`config.mk`:
```
export PLATFORM = sky130hd
export DESIGN_NAME = rsw_top
export DESIGN_NICKNAME = d
export VERILOG_FILES = /design/src/design/rsw_pkg.sv /design/src/design/rsw_top.sv
export SDC_FILE = /design/constraint.sdc
export NUM_CORES = 1
export LEC_CHECK = 0
export BUFFER_PORTS_ARGS = -buffer_cell sky130_fd_sc_hd__clkbuf_2
export CAP_MARGIN = 20
export CELL_PAD_IN_SITES_DETAIL_PLACEMENT = 1
export CELL_PAD_IN_SITES_GLOBAL_PLACEMENT = 1
export CORE_AREA = 10 10 172 110
export DETAILED_ROUTE_END_ITERATION = 8
export DIE_AREA = 0 0 182 120
export MAX_ROUTING_LAYER = met4
export PLACE_DENSITY = 0.84
export SKIP_LAST_GASP = 1
export SYNTH_ARGS = -nofsm -noshare
export SYNTH_HDL_FRONTEND = slang
export SYNTH_SLANG_ARGS = --single-unit
```
`constraint.sdc`:
```
create_clock -name ref_clk_i -period 7.8 [get_ports ref_clk_i]
set_input_delay 1.17 -clock ref_clk_i [delete_from_list [all_inputs] [get_ports ref_clk_i]]
set_output_delay 1.17 -clock ref_clk_i [all_outputs]
set_load 0.02 [all_outputs]
```
`src/design/rsw_pkg.sv`:
```
// package for the reset source and watchdog block
package rsw_pkg;
  // apb register byte offsets
  localparam logic [7:0] RSW_ADDR_WDOG = 8'h00; // watchdog_control_register
  localparam logic [7:0] RSW_ADDR_RSRC = 8'h04; // reset_source_register
  localparam logic [7:0] RSW_ADDR_CTRL = 8'h08; // oscillator_control_register / misc
  // watchdog command codes
  localparam logic [7:0] RSW_WD_KICK = 8'ha5;
  localparam logic [7:0] RSW_WD_DIS1 = 8'hde;
  localparam logic [7:0] RSW_WD_DIS2 = 8'had;
  localparam logic [7:0] RSW_WD_LOCK = 8'hff;
  localparam logic [2:0] RSW_WD_IVL_RST = 3'h7;
  localparam int RSW_WD_DIS_WIN = 4;
  localparam int RSW_WD_BITS = 21;
  localparam int RSW_WD_CMD_BIT = 7;
  localparam int RSW_WD_STAT_BIT = 4;
  // reset source register bit positions
  localparam int RSW_RS_PIN = 0;
  localparam int RSW_RS_POR = 1;
  localparam int RSW_RS_MCD = 2;
  localparam int RSW_RS_WDT = 3;
  localparam int RSW_RS_SW = 4;
  localparam int RSW_RS_CMP = 5;
  // control register bit positions
  localparam int RSW_CT_MCD_EN = 0;
  localparam int RSW_CT_SWRST = 1;
  // timing
  localparam int RSW_CLK_HZ = 50000000;
  localparam int RSW_POR_MS = 100;
  localparam int RSW_MCD_MS = 100;
  localparam int RSW_POR_CYC = RSW_CLK_HZ / 1000 * RSW_POR_MS;
  localparam int RSW_MCD_CYC = RSW_CLK_HZ / 1000 * RSW_MCD_MS;
  localparam int RSW_PIN_HOLD = 12;
  localparam logic [15:0] RSW_PC_RESET = 16'h0000;
  localparam logic [7:0] RSW_PORT_RESET = 8'hff;
  localparam logic [7:0] RSW_SP_RESET = 8'h07;
  // reset sequencer states
  typedef enum logic [1:0] {
    RSW_ST_RUN = 2'b00,
    RSW_ST_HOLD = 2'b01,
    RSW_ST_WAIT_CLK = 2'b10
  } rsw_state_t;
  // latched cause of the current reset
  typedef struct packed {
    logic cmp;
    logic sw;
    logic wdt;
    logic mcd;
    logic por;
    logic pin;
  } rsw_cause_t;
endpackage

```
`src/design/rsw_top.sv`:
```
// reset source merger, reset flags and watchdog with apb registers
//
// Overview of operation
// - in reset: cpu halted, ports known, registers defaulted, interrupts and timers off
// - on reset exit program counter goes to 0x0000
// - data memory untouched by reset; stack pointer restored
// - port latches load 0xff during and after reset
// - supply-monitor or software power-on reset drives reset pin low for 100 ms
// - clock defaults to internal 2 mhz oscillator; run only once stable
// - six reset sources: supply, pin, software, comparator, clock loss, watchdog
// - supply monitor active only while its enable pin is high
// - power-on reset sets power-on flag; other resets clear it
// - writing 1 to power-on flag forces full power-on reset
// - supply drop drives pin low, recovery exits like power-on
// - low reset pin resets; held twelve cycles after pin rises
// - pin reset sets the pin-reset flag on exit
// - enabled clock-loss detector resets after 100 ms stall; pin undriven
// - clock-loss flag set only after clock-loss reset
// - comparator reset enable makes low comparator result reset; pin undriven
// - comparator flag reads 1 only after comparator reset
// - watchdog overflow resets; pin undriven
// - watchdog runs at max interval after reset; disable or lock until reset
// - watchdog is a 21-bit counter on the system clock
// - writing 0xa5 enables and restarts watchdog
// - 0xde then 0xad within four clocks disables watchdog
// - writing 0xff locks out disable without restarting
// - bits 2..0 set timeout 4^(3+n) clocks; bit 7 low; resets to 111b
// - bit 4 reads watchdog active status
//
// Decided for this implementation: the APB register port and the address map.
`timescale 1ns/1ps
`default_nettype none
module rsw_top
  import rsw_pkg::*;
#(
  parameter int POR_CYCLES = RSW_POR_CYC,
  parameter int MCD_CYCLES = RSW_MCD_CYC,
  parameter int PIN_HOLD = RSW_PIN_HOLD,
  parameter int OSC_STABLE = 16
) (
  input wire logic ref_clk_i,
  input wire logic rst_i,
  input wire logic psel_i,
  input wire logic penable_i,
  input wire logic pwrite_i,
  input wire logic [7:0] paddr_i,
  input wire logic [31:0] pwdata_i,
  output logic [31:0] prdata_o,
  output logic pready_o,
  output logic pslverr_o,
  input wire logic rst_pin_n_i,
  output logic rst_pin_o,
  output logic rst_pin_oe_n_o,
  input wire logic supply_monitor_enable_pin_i,
  input wire logic supply_low_i,
  input wire logic comparator_out_i,
  input wire logic sysclk_alive_i,
  input wire logic osc_stable_i,
  output logic core_reset_o,
  output logic [15:0] program_counter_o,
  output logic [7:0] stack_pointer_o,
  output logic [7:0] port_latch_o,
  output logic irq_timer_enable_o,
  output logic [3:0] clock_select_o,
  output logic [1:0] state_o
);

  localparam int CW = 32;
  localparam logic [CW-1:0] ONE = 32'h00000001;
  localparam int SYNC_LAG = 2; // clocks the pin synchroniser lags the pin itself

  ////////////////////////////////////////////////////////////////////////////
  // input synchronisers
  logic [1:0] pin_sync_reg;
  logic [1:0] sup_sync_reg;
  logic [1:0] cmp_sync_reg;
  logic [1:0] alive_sync_reg;
  logic [1:0] mon_sync_reg;
  logic [1:0] stab_sync_reg;

  // two flip-flops per outside input
  always_ff @(posedge ref_clk_i) begin
    if (rst_i) begin
      pin_sync_reg <= 2'h3;
      sup_sync_reg <= 2'h0;
      cmp_sync_reg <= 2'h3;
      alive_sync_reg <= 2'h0;
      mon_sync_reg <= 2'h0;
      stab_sync_reg <= 2'h0;
    end else begin
      pin_sync_reg <= {pin_sync_reg[0], rst_pin_n_i};
      sup_sync_reg <= {sup_sync_reg[0], supply_low_i};
      cmp_sync_reg <= {cmp_sync_reg[0], comparator_out_i};
      alive_sync_reg <= {alive_sync_reg[0], sysclk_alive_i};
      mon_sync_reg <= {mon_sync_reg[0], supply_monitor_enable_pin_i};
      stab_sync_reg <= {stab_sync_reg[0], osc_stable_i};
    end
  end

  logic pin_n;
  logic sup_low;
  logic cmp_high;
  logic alive;
  logic mon_en;
  logic stable;
  assign pin_n = pin_sync_reg[1];
  assign sup_low = sup_sync_reg[1];
  assign cmp_high = cmp_sync_reg[1];
  assign alive = alive_sync_reg[1];
  assign mon_en = mon_sync_reg[1];
  assign stable = stab_sync_reg[1];

  ////////////////////////////////////////////////////////////////////////////
  // apb decode
  logic wr_en;
  logic rd_en;
  assign wr_en = psel_i & penable_i & pwrite_i;
  assign rd_en = psel_i & ~penable_i & ~pwrite_i; // setup phase, so data stands at the access edge
  assign pready_o = 1'b1;

  rsw_state_t state_reg;
  logic in_reset;
  assign in_reset = (state_reg != RSW_ST_RUN);

  logic wd_write;
  logic rs_write;
  logic ct_write;
  logic [7:0] wbyte;
  assign wbyte = pwdata_i[7:0];
  assign wd_write = wr_en & ~in_reset & (paddr_i == RSW_ADDR_WDOG);
  assign rs_write = wr_en & ~in_reset & (paddr_i == RSW_ADDR_RSRC);
  assign ct_write = wr_en & ~in_reset & (paddr_i == RSW_ADDR_CTRL);

  ////////////////////////////////////////////////////////////////////////////
  // software controls
  logic cmp_rst_en_reg;
  logic mcd_en_reg;
  logic sw_por_req;
  logic sw_rst_req;

  // comparator enable and clock-loss enable clear on every reset
  always_ff @(posedge ref_clk_i) begin
    if (rst_i || in_reset) begin
      cmp_rst_en_reg <= 1'b0;
      mcd_en_reg <= 1'b0;
    end else begin
      if (rs_write) begin
        cmp_rst_en_reg <= wbyte[RSW_RS_CMP];
      end
      if (ct_write) begin
        mcd_en_reg <= wbyte[RSW_CT_MCD_EN];
      end
    end
  end

  assign sw_por_req = rs_write & wbyte[RSW_RS_POR];
  assign sw_rst_req = (rs_write & wbyte[RSW_RS_SW]) | (ct_write & wbyte[RSW_CT_SWRST]);

  ////////////////////////////////////////////////////////////////////////////
  // clock-loss detector: counts cycles without an alive toggle
  logic alive_d_reg;
  logic [CW-1:0] mcd_cnt_reg;
  logic mcd_trip;
  always_ff @(posedge ref_clk_i) begin
    if (rst_i || !mcd_en_reg) begin
      alive_d_reg <= 1'b0;
      mcd_cnt_reg <= '0;
    end else begin
      alive_d_reg <= alive;
      if (alive != alive_d_reg) begin
        mcd_cnt_reg <= '0;
      end else if (mcd_cnt_reg < CW'(MCD_CYCLES)) begin
        mcd_cnt_reg <= mcd_cnt_reg + ONE;
      end
    end
  end
  assign mcd_trip = mcd_en_reg & (mcd_cnt_reg >= CW'(MCD_CYCLES));

  ////////////////////////////////////////////////////////////////////////////
  // watchdog
  logic wd_en_reg;
  logic wd_lock_reg;
  logic [2:0] wd_ivl_reg;
  logic [RSW_WD_BITS-1:0] wd_cnt_reg;
  logic de_pend_reg;
  logic [2:0] de_age_reg;
  logic wd_ovf;
  logic [RSW_WD_BITS:0] wd_limit;

  // timeout is 4^(3+n) = 2^(6+2n) clocks
  assign wd_limit = (RSW_WD_BITS + 1)'(1) << (6 + 2 * wd_ivl_reg);
  assign wd_ovf = wd_en_reg & ({1'b0, wd_cnt_reg} >= (wd_limit - 1'b1));

  // enable, lock and interval; reset leaves it running at max
  always_ff @(posedge ref_clk_i) begin
    if (rst_i || in_reset) begin
      wd_en_reg <= 1'b1;
      wd_lock_reg <= 1'b0;
      wd_ivl_reg <= RSW_WD_IVL_RST;
    end else if (wd_write) begin
      if (wbyte == RSW_WD_KICK) begin
        wd_en_reg <= 1'b1;
      end else if (wbyte == RSW_WD_LOCK) begin
        wd_lock_reg <= 1'b1;
      end else if (wbyte == RSW_WD_DIS2 && de_pend_reg && !wd_lock_reg) begin
        wd_en_reg <= 1'b0;
      end else if (!wbyte[RSW_WD_CMD_BIT]) begin
        wd_ivl_reg <= wbyte[2:0];
      end
    end
  end

  // first half of the disable pair stays armed for four clocks
  always_ff @(posedge ref_clk_i) begin
    if (rst_i || in_reset) begin
      de_pend_reg <= 1'b0;
      de_age_reg <= 3'h0;
    end else if (wd_write) begin
      de_pend_reg <= (wbyte == RSW_WD_DIS1);
      de_age_reg <= 3'h0;
    end else if (de_pend_reg) begin
      if (32'(de_age_reg) >= RSW_WD_DIS_WIN - 1) begin
        de_pend_reg <= 1'b0;
      end
      de_age_reg <= de_age_reg + 3'h1;
    end
  end

  // 21-bit counter, restarted by the kick code
  always_ff @(posedge ref_clk_i) begin
    if (rst_i || in_reset || !wd_en_reg) begin
      wd_cnt_reg <= '0;
    end else if (wd_write && wbyte == RSW_WD_KICK) begin
      wd_cnt_reg <= '0;
    end else begin
      wd_cnt_reg <= wd_cnt_reg + 1'b1;
    end
  end

  ////////////////////////////////////////////////////////////////////////////
  // reset sequencer
  rsw_cause_t cause_reg;
  rsw_cause_t cause_now;
  rsw_cause_t flags_reg;
  logic [CW-1:0] hold_cnt_reg;
  logic por_src;
  logic any_src;
  logic pin_drive;
  logic pin_own;

  // merge of the six sources
  always_comb begin
    cause_now.por = (mon_en & sup_low) | sw_por_req;
    cause_now.pin = ~pin_n & ~pin_own;
    cause_now.sw = sw_rst_req;
    cause_now.cmp = cmp_rst_en_reg & ~cmp_high;
    cause_now.mcd = mcd_trip;
    cause_now.wdt = wd_ovf;
  end
  assign any_src = |cause_now;
  assign por_src = cause_now.por;

  // hold count: 100 ms for power-on, twelve cycles after pin release
  always_ff @(posedge ref_clk_i) begin
    if (rst_i) begin
      state_reg <= RSW_ST_HOLD;
      cause_reg <= '0;
      cause_reg.por <= 1'b1; // system reset leaves like a power-on
      hold_cnt_reg <= '0;
    end else begin
      unique case (state_reg)
        RSW_ST_RUN: begin
          if (any_src) begin
            state_reg <= RSW_ST_HOLD;
            cause_reg <= cause_now;
            hold_cnt_reg <= '0;
          end
        end
        RSW_ST_HOLD: begin
          cause_reg <= cause_reg | cause_now;
          if (por_src || (cause_reg.pin && !pin_n && !pin_own)) begin
            hold_cnt_reg <= '0;
          end else if (cause_reg.por && hold_cnt_reg < CW'(POR_CYCLES + PIN_HOLD)) begin
            hold_cnt_reg <= hold_cnt_reg + ONE; // drive, then twelve quiet clocks
          end else if (hold_cnt_reg < CW'(PIN_HOLD)) begin
            hold_cnt_reg <= hold_cnt_reg + ONE;
          end else begin
            state_reg <= RSW_ST_WAIT_CLK;
          end
        end
        RSW_ST_WAIT_CLK: begin
          if (any_src) begin
            state_reg <= RSW_ST_HOLD;
            cause_reg <= cause_reg | cause_now;
            hold_cnt_reg <= '0;
          end else if (stable) begin
            state_reg <= RSW_ST_RUN;
          end
        end
        default: begin
          state_reg <= RSW_ST_HOLD;
        end
      endcase
    end
  end

  // reset pin driven low only for power-on class resets
  assign pin_drive = (state_reg == RSW_ST_HOLD) & cause_reg.por
    & (hold_cnt_reg < CW'(POR_CYCLES));
  // our own drive echoes through the pin synchroniser; that echo is no pin reset
  assign pin_own = cause_reg.por & (hold_cnt_reg < CW'(POR_CYCLES + SYNC_LAG));

  // flags captured at release, one source reported
  always_ff @(posedge ref_clk_i) begin
    if (rst_i) begin
      flags_reg <= '0;
      flags_reg.por <= 1'b1;
    end else if (state_reg == RSW_ST_WAIT_CLK && stable && !any_src) begin
      flags_reg <= '0;
      if (cause_reg.por) begin
        flags_reg.por <= 1'b1;
      end else if (cause_reg.pin) begin
        flags_reg.pin <= 1'b1;
      end else if (cause_reg.mcd) begin
        flags_reg.mcd <= 1'b1;
      end else if (cause_reg.cmp) begin
        flags_reg.cmp <= 1'b1;
      end else if (cause_reg.wdt) begin
        flags_reg.wdt <= 1'b1;
      end else begin
        flags_reg.sw <= 1'b1;
      end
    end
  end

  ////////////////////////////////////////////////////////////////////////////
  // core-facing outputs; data memory has no reset path at all
  logic [15:0] pc_reg;
  logic [7:0] sp_reg;
  logic [7:0] port_reg;
  always_ff @(posedge ref_clk_i) begin
    if (rst_i || in_reset) begin
      pc_reg <= RSW_PC_RESET;
      sp_reg <= RSW_SP_RESET;
      port_reg <= RSW_PORT_RESET;
    end
  end

  assign core_reset_o = rst_i | in_reset;
  assign irq_timer_enable_o = ~(rst_i | in_reset);
  assign program_counter_o = pc_reg;
  assign stack_pointer_o = sp_reg;
  assign port_latch_o = port_reg;
  assign clock_select_o = 4'h0; // internal 2 mhz oscillator
  assign rst_pin_o = 1'b0;
  assign rst_pin_oe_n_o = ~pin_drive;
  assign state_o = state_reg;

  ////////////////////////////////////////////////////////////////////////////
  // apb read data
  logic [7:0] rd_byte;
  always_comb begin
    rd_byte = 8'h00;
    if (paddr_i == RSW_ADDR_WDOG) begin
      rd_byte[2:0] = wd_ivl_reg;
      rd_byte[RSW_WD_STAT_BIT] = wd_en_reg;
    end else if (paddr_i == RSW_ADDR_RSRC) begin
      rd_byte[RSW_RS_PIN] = flags_reg.pin;
      rd_byte[RSW_RS_POR] = flags_reg.por;
      rd_byte[RSW_RS_MCD] = flags_reg.mcd;
      rd_byte[RSW_RS_WDT] = flags_reg.wdt;
      rd_byte[RSW_RS_SW] = flags_reg.sw;
      rd_byte[RSW_RS_CMP] = flags_reg.cmp;
    end else if (paddr_i == RSW_ADDR_CTRL) begin
      rd_byte[RSW_CT_MCD_EN] = mcd_en_reg;
    end
  end

  logic unmapped;
  assign unmapped = (paddr_i != RSW_ADDR_WDOG) && (paddr_i != RSW_ADDR_RSRC)
    && (paddr_i != RSW_ADDR_CTRL);

  always_ff @(posedge ref_clk_i) begin
    if (rst_i) begin
      prdata_o <= 32'h00000000;
    end else if (rd_en) begin
      prdata_o <= {24'h000000, rd_byte};
    end
  end
  assign pslverr_o = psel_i & penable_i & unmapped;

endmodule
`default_nettype wire

```
==> results.txt, run 1 <==
result of the run: completed
EDFF count, synth: 0
critical-path maximum fanout: 20
unrepaired setup endpoints after global routing: no
via density per instance: 5.50
antenna cells: 0
leakage: 3.15 nW
vias in the first global route: 6191
clock share of power: 45.1%
min Tclk post-route: 4.32 ns
Hold/Removal Path Class: register to register
Mapped Area: 0.00699 mm^2
H-tree Lvls: 4
Slew Limit Fails: 0
Finished Cell Area: 0.00770 mm^2
Yosys warnings: 0
Synth Register Bits: 128
internal power consumption: 1.20 mW
CP max-delay cell: a311o_1
CTS Buf Count: 17
Combinational Power Share: 15.2%
Peak VDD IR: 133 uV
cell family with most CP delay: compound AO/OA/AOI/OAI gates
Hold Startpoint: pin_sync_reg[0]
final net count: 965
leading cell type in the layout, fill and taps excluded: dfxtp_1
GPL Wtd Cong: 0.861
Worst R2R Path Depth: 10
worst slew pin tran: 0.997 ns
most frequent cells in the layout: 128 x dfxtp_1, 99 x nor2_1, 69 x conb_1
hold buffers post-CTS: 0
CP arrival: 4.65 ns
Residual DRC: 0
fin crit share: 55.3%
cell taking the most area after synthesis: dfxtp_1
Max-Cap Viols: 0
Worst Hold Depth: 1
Starting Density: 44.2%
maximum clock rate: 0.232 GHz
Switching Share: 31.9%
Clock Path Buffers: 2
Post-CTS Setup Bufs: 0
Synth cell types: 65
via count: 6065
Final setup viols: 0
R2R Path End: hold_cnt_reg[8]
WL per Instance: 17.6 um
Filler Cells Inserted: 1949
routed wire length: 19.4 mm
switching power of the nets: 561 uW
Avg Cell Area, Syn: 8.25 um^2
CP Buf/Inv Count: 1
Die H: 120 um
sequential power share: 39.8%
Finished Core Util: 48.7%
Largest stage delay, worst path: 0.75 ns
drt pass-1 iters: 5
first-pass GRT wire length: 32.2 mm
Iteration-0 DRC Markers: 398
Setup TNS: 0 ns
clock root buffer: clkbuf_16
Hold Crit Endpoint: pin_sync_reg[1]
Fin. Hold Viols: 0
dpl hpwl: 13.8 mm
Skew-Pair Late Insertion Delay: 0.42 ns
initial antenna violation count: 0
layout cell share with drive strength beyond 1: 10.2%
GRT Overall Usage: 18.2%
pin count of the biggest net entering global routing: 39
area grow syn2layout: 10.1%
core area: 0.0158 mm^2
area of the die: 0.0218 mm^2
nature of the critical path startpoint: register
Setup CP Type: register to register
CTS tree: done
row cnt: 36
total grt overflow: 0
critical-path cell list: inv_1 > ha_1 > and4_1 > and3_1 > a32oi_1 > o31a_1 > o2111a_1 > a311o_1 > nand2_1 > a31oi_1
reg2reg start: state_o[0]
PostCTS Resize Cnt: 0
area post-placement: 0.00712 mm^2
Seq/Total Area, Yosys: 36.6%
Synth top area share: 36.6%
CP endpoint kind: register
FF/Latch Area: 0.00256 mm^2
hold_ws: 0.422 ns
Worst Path Required: 8.14 ns
Cells after Synth: 847
Multi-input gate area: 0.00397 mm^2
remaining antenna violation count: 0
Port Buffers: 38
Worst slew margin: 33.0%
Horiz. Die Dim: 182 um
Clock Skew: 0.0153 ns
CTS clk-pin slew, worst paths: 0.07 ns
Ports: 127
r2r setup slk: 3.48 ns
PD cells: 229 mW/mm^2
fraction of registers with async set/reset: 0%
top post-synthesis cells by area: dfxtp_1 37%, buf_4 6.9%, ha_1 5.9%
CTS Sinks: 128
top_reg_cell synth: dfxtp_1
[how the worst max path moves through the flow]
| stage | start | end | slack (ns) | cells past startpoint |
|---|---|---|---|---|
| after floorplan | paddr_i[1] | hold_cnt_reg[18] | 4.46 | 8 |
| after global placement | pwrite_i | hold_cnt_reg[26] | 3.29 | 9 |
| after detailed placement | pwrite_i | hold_cnt_reg[19] | 3.34 | 9 |
| after CTS | state_o[1] | hold_cnt_reg[19] | 3.53 | 10 |
| after global routing | state_o[0] | hold_cnt_reg[28] | 3.10 | 10 |
| final | state_o[0] | hold_cnt_reg[8] | 3.48 | 10 |
[power groups by stage]
stage,combinational (mW),sequential (mW),clock (mW)
final,0.267,0.700,0.793
after CTS,0.262,0.699,0.803
after global placement,0.257,0.710,0
after floorplan,0.220,0.703,0
after detailed placement,0.259,0.712,0
after global routing,0.295,0.703,0.840
[synth_stat cells, drive strengths merged (12+ instances only)]
cell type	instances
nand4	19
a21oi	44
o21ai	28
a31oi	16
ha	33
o211ai	12
or3	15
nor4	13
buf	68
nor2	99
nor2b	14
dfxtp	128
clkbuf	25
and2	14
xor2	16
nand2	68
nor3	20
and3	19
xnor2	18
inv	32
nand3	39
[routing by layer]
metal | GRT usage [%] | wire length, um
met1 | 24.4 | 9890
met2 | 26.9 | 8430
met3 | 4.29 | 888
met4 | 4.81 | 180
met5 | - | 0
[cells by family after synthesis]
family,Yosys count,synth area share (%)
and+or+nand+nor,347,25.1
AOI/OAI and AO/OA,165,15.9
DFF,128,36.6
buffers and inverters,125,10.2
xor gates and xnor gates,34,4.26
adders and majority gates,33,5.91
muxes,13,1.90
other,2,0.107
[area by class of cell]
type / instances / share of cell area (%)
repair buffers: 41 / 2.76
flip-flops and latches: 128 / 33.3
well taps: 209 / 3.40
multi-input cells: 661 / 51.5
clock inverters: 14 / 1.87
clock buffers: 18 / 5.58
inverters: 32 / 1.56
[metrics by stage]
| stage | power (mW) | std cells | worst slack, ns |
|---|---|---|---|
| detailed placement | 0.970 | 1071 | 3.34 |
| global placement | 0.968 | 1071 | 3.29 |
| finish | 1.76 | 1103 | 3.48 |
| CTS | 1.76 | 1103 | 3.53 |
| floorplan | 0.923 | 914 | 4.46 |
| global route | 1.84 | 1103 | 3.10 |
No activity file was read; power rests on OpenSTA's default activity.
==> run 2, diff against run 1 <==
ABC_AREA = 1   (was unset)
CORE_AREA = 10 10 197 125   (was 10 10 172 110)
DIE_AREA = 0 0 207 135   (was 0 0 182 120)
PLACE_DENSITY = 0.8   (was 0.84)
clock period = 4.1 ns   (was 7.8 ns; I/O delays follow)
==> results.txt, run 2 <==
Horiz. Die Dim: 207 um (+14%)
Worst R2R Path Depth: 17 (+7)
Seq/Total Area, Yosys: 30.3% (-6.4 points)
switching power of the nets: 2.04 mW (+260%)
CTS clk-pin slew, worst paths: 0.06 ns (about the same)
CP arrival: 3.77 ns (-0.88 ns)
leakage: 4.14 nW (+31%)
fraction of registers with async set/reset: 0% (unchanged)
Worst Path Required: 4.47 ns (-3.67 ns)
drt pass-1 iters: 5 (unchanged)
clock share of power: 32.4% (-13 points)
DRT met1 WL: 13.4 mm (+35%)
most frequent cells in the layout: 314 x nand2_1, 198 x nor2_1, 181 x inv_1
nature of the critical path startpoint: register
Clock Path Buffers: 2 (unchanged)
reg2reg start: wd_ivl_reg[2]
critical-path cell list: inv_1 > nor2_1 > nand2_1 > ha_1 > inv_1 > nor2_1 > nand3_1 > nor3_1 > nor2_1 > nand2_1 > nand2_1 > nand4_4 > nand3_2 > buf_12 > nand2_1 > nand2_1 > nor2_1
Peak VDD IR: 430 uV (+220%)
Setup TNS: 0 ns (unchanged)
EDFF count, synth: 0 (unchanged)
Switching Share: 40.8% (+8.9 points)
Slew Limit Fails: 0 (unchanged)
area grow syn2layout: 9.68%
WL met2: 11.9 mm (+41%)
Non-Filler Instances: 1658 (+50%)
first-pass GRT wire length: 44.5 mm (+38%)
Finished Core Util: 44.6% (-4.1 points)
Yosys warnings: 0 (unchanged)
Synth top area share: 30.3% (-6.4 points)
Placed Cells incl. Taps: 1626 (+52%)
top_reg_cell synth: dfxtp_1
Filler Cells Inserted: 2825 (+45%)
hold buffers post-CTS: 0 (unchanged)
Die H: 135 um (+13%)
Starting Density: 40.7% (-3.6 points)
Mapped Area: 0.00847 mm^2 (+21%)
Ports: 127 (unchanged)
Largest stage delay, worst path: 0.51 ns (-0.24 ns)
CTS Buf Count: 17 (unchanged)
Combinational Power Share: 36.4% (+21 points)
cell family with most CP delay: simple AND/OR/NAND/NOR gates
Residual DRC: 0 (unchanged)
Post-CTS Setup Bufs: 0 (unchanged)
Hold/Removal Path Class: input pin to register
CTS tree: done
Cells after Synth: 1332 (+57%)
total grt overflow: 0 (unchanged)
internal power consumption: 2.95 mW (+150%)
GRT Overall Usage: 19.8% (+1.6 points)
worst slew pin tran: 0.905 ns (-0.0917 ns)
remaining antenna violation count: 0 (unchanged)
Worst slew margin: 39.3% (+6.2 points)
Synth cell types: 48 (-26%)
area of the die: 0.0279 mm^2 (+28%)
Avg Cell Area, Syn: 6.36 um^2 (-23%)
via count: 8545 (+41%)
top cells by count, synth: 314 x nand2_1, 198 x nor2_1, 181 x inv_1
top-count cell post-synth: nand2_1
WP depth: 17 (+7)
CP endpoint kind: register
min Tclk post-route: 3.40 ns (-0.913 ns)
Final setup viols: 0 (unchanged)
Clock Skew: 0.0110 ns (-0.00431 ns)
via density per instance: 5.15 (-6.3%)
Max-Cap Viols: 0 (unchanged)
Top Metal Used: met4
dpl hpwl: 20.5 mm (+49%)
PostCTS Resize Cnt: 0 (unchanged)
Iteration-0 DRC Markers: 648 (+63%)
Skew-Pair Late Insertion Delay: 0.43 ns (about the same)
Critical Path Start: wd_ivl_reg[2]
final net count: 1450 (+50%)
top post-synthesis cells by area: dfxtp_1 30%, nand2_1 14%, nor2_1 8.8%
result of the run: completed
layout cell share with drive strength beyond 1: 7.76% (-2.4 points)
vias in the first global route: 8619 (+39%)
Synth Register Bits: 128 (unchanged)
fin crit share: 83.0% (+28 points)
Port Buffers: 38 (unchanged)
H-tree Lvls: 4 (unchanged)
unrepaired setup endpoints after global routing: no
critical-path maximum fanout: 33 (+65%)
clock root buffer: clkbuf_16
Setup CP Type: register to register
cell taking the most area after synthesis: dfxtp_1
leading cell type in the layout, fill and taps excluded: nand2_1
PD cells: 537 mW/mm^2 (+140%)
CP endpoint: hold_cnt_reg[6]
r2r setup slk: 0.70 ns (-2.79 ns)
row cnt: 41 (+14%)
CTS Sinks: 128 (unchanged)
routed wire length: 27.2 mm (+40%)
antenna cells: 0 (unchanged)
Fin. Hold Viols: 0 (unchanged)
WL per Instance: 16.4 um (-6.8%)
met3 WL: 1.58 mm (+78%)
R2R Path End: hold_cnt_reg[6]
Crit path top cell by count: nand2_1
GPL Wtd Cong: 0.941 (+9.3%)
maximum clock rate: 0.294 GHz (+27%)
pin count of the biggest net entering global routing: 34 (-13%)
core area: 0.0208 mm^2 (+32%)
sequential power share: 31.2% (-8.6 points)
CP max-delay cell: dfxtp_1
initial antenna violation count: 0 (unchanged)
CP Buf/Inv Count: 3 (+2)
-- run 2: changes by cell type after synthesis, sizes merged, moves of 32 or more --
cell / before / now
nor3: 20 / 65
nand4: 19 / 51
nand2: 68 / 319
nand3: 39 / 73
nor2: 99 / 203
inv: 32 / 188
-- run 2: power groups by stage --
stage / sequential (mW) / combinational, mW / clock, mW
after floorplan: 1.52 / 1.44 / 0
after global placement: 1.57 / 1.71 / 0
after detailed placement: 1.57 / 1.78 / 0
after CTS: 1.55 / 1.80 / 1.64
after global routing: 1.57 / 2.07 / 1.70
final: 1.56 / 1.82 / 1.62
-- run 2: layout make-up --
type                    instances  area, um^2  area share [%]
well taps                     279         349            3.76
clock buffers                  23         488            5.25
multi-input cells             982        4780            51.4
clock inverters                 9         130            1.40
repair buffers                 46         263            2.83
flip-flops and latches        128        2560            27.6
inverters                     191         717            7.72
-- run 2: worst min-delay path by stage --
stage | from | endpoint | slack (ns) | cells past startpoint
final | rst_pin_n_i | pin_sync_reg[0] | 0.37 | 2
after floorplan | alive_sync_reg[0] | alive_sync_reg[1] | 0.39 | 2
after CTS | rst_pin_n_i | pin_sync_reg[0] | 0.35 | 2
after global placement | sup_sync_reg[0] | sup_sync_reg[1] | 0.40 | 2
after detailed placement | sup_sync_reg[0] | sup_sync_reg[1] | 0.40 | 2
after global routing | rst_pin_n_i | pin_sync_reg[0] | 0.36 | 2
-- run 2: cells by family after synthesis --
| family | share of synthesized area, % |
|---|---|
| AO/OA/AOI/OAI | 7.68 |
| adder cells (fa/ha/maj) | 4.88 |
| AND/OR/NAND/NOR | 38.5 |
| other | 0.0887 |
| flip-flops | 30.3 |
| buffers and inverters | 16.3 |
| XOR/XNOR | 2.28 |
-- run 2: metal layers --
layer / track usage, % / up-vias
li1: - / 4190
met1: 25.6 / 4097
met2: 30.5 / 226
met3: 4.31 / 32
met4: 5.89 / 0
met5: - / -
-- run 2: stage by stage --
stage,hold WS (ns),worst slack [ns],total power [mW],instance area (um^2)
2_1_floorplan,0.388,1.60,2.97,8720
5_1_grt,0.363,0.429,5.34,9290
3_5_place_dp,0.401,0.733,3.36,8670
3_3_place_gp,0.395,0.845,3.28,8670
4_1_cts,0.354,0.713,5.00,9290
6_report,0.367,0.697,4.99,9290
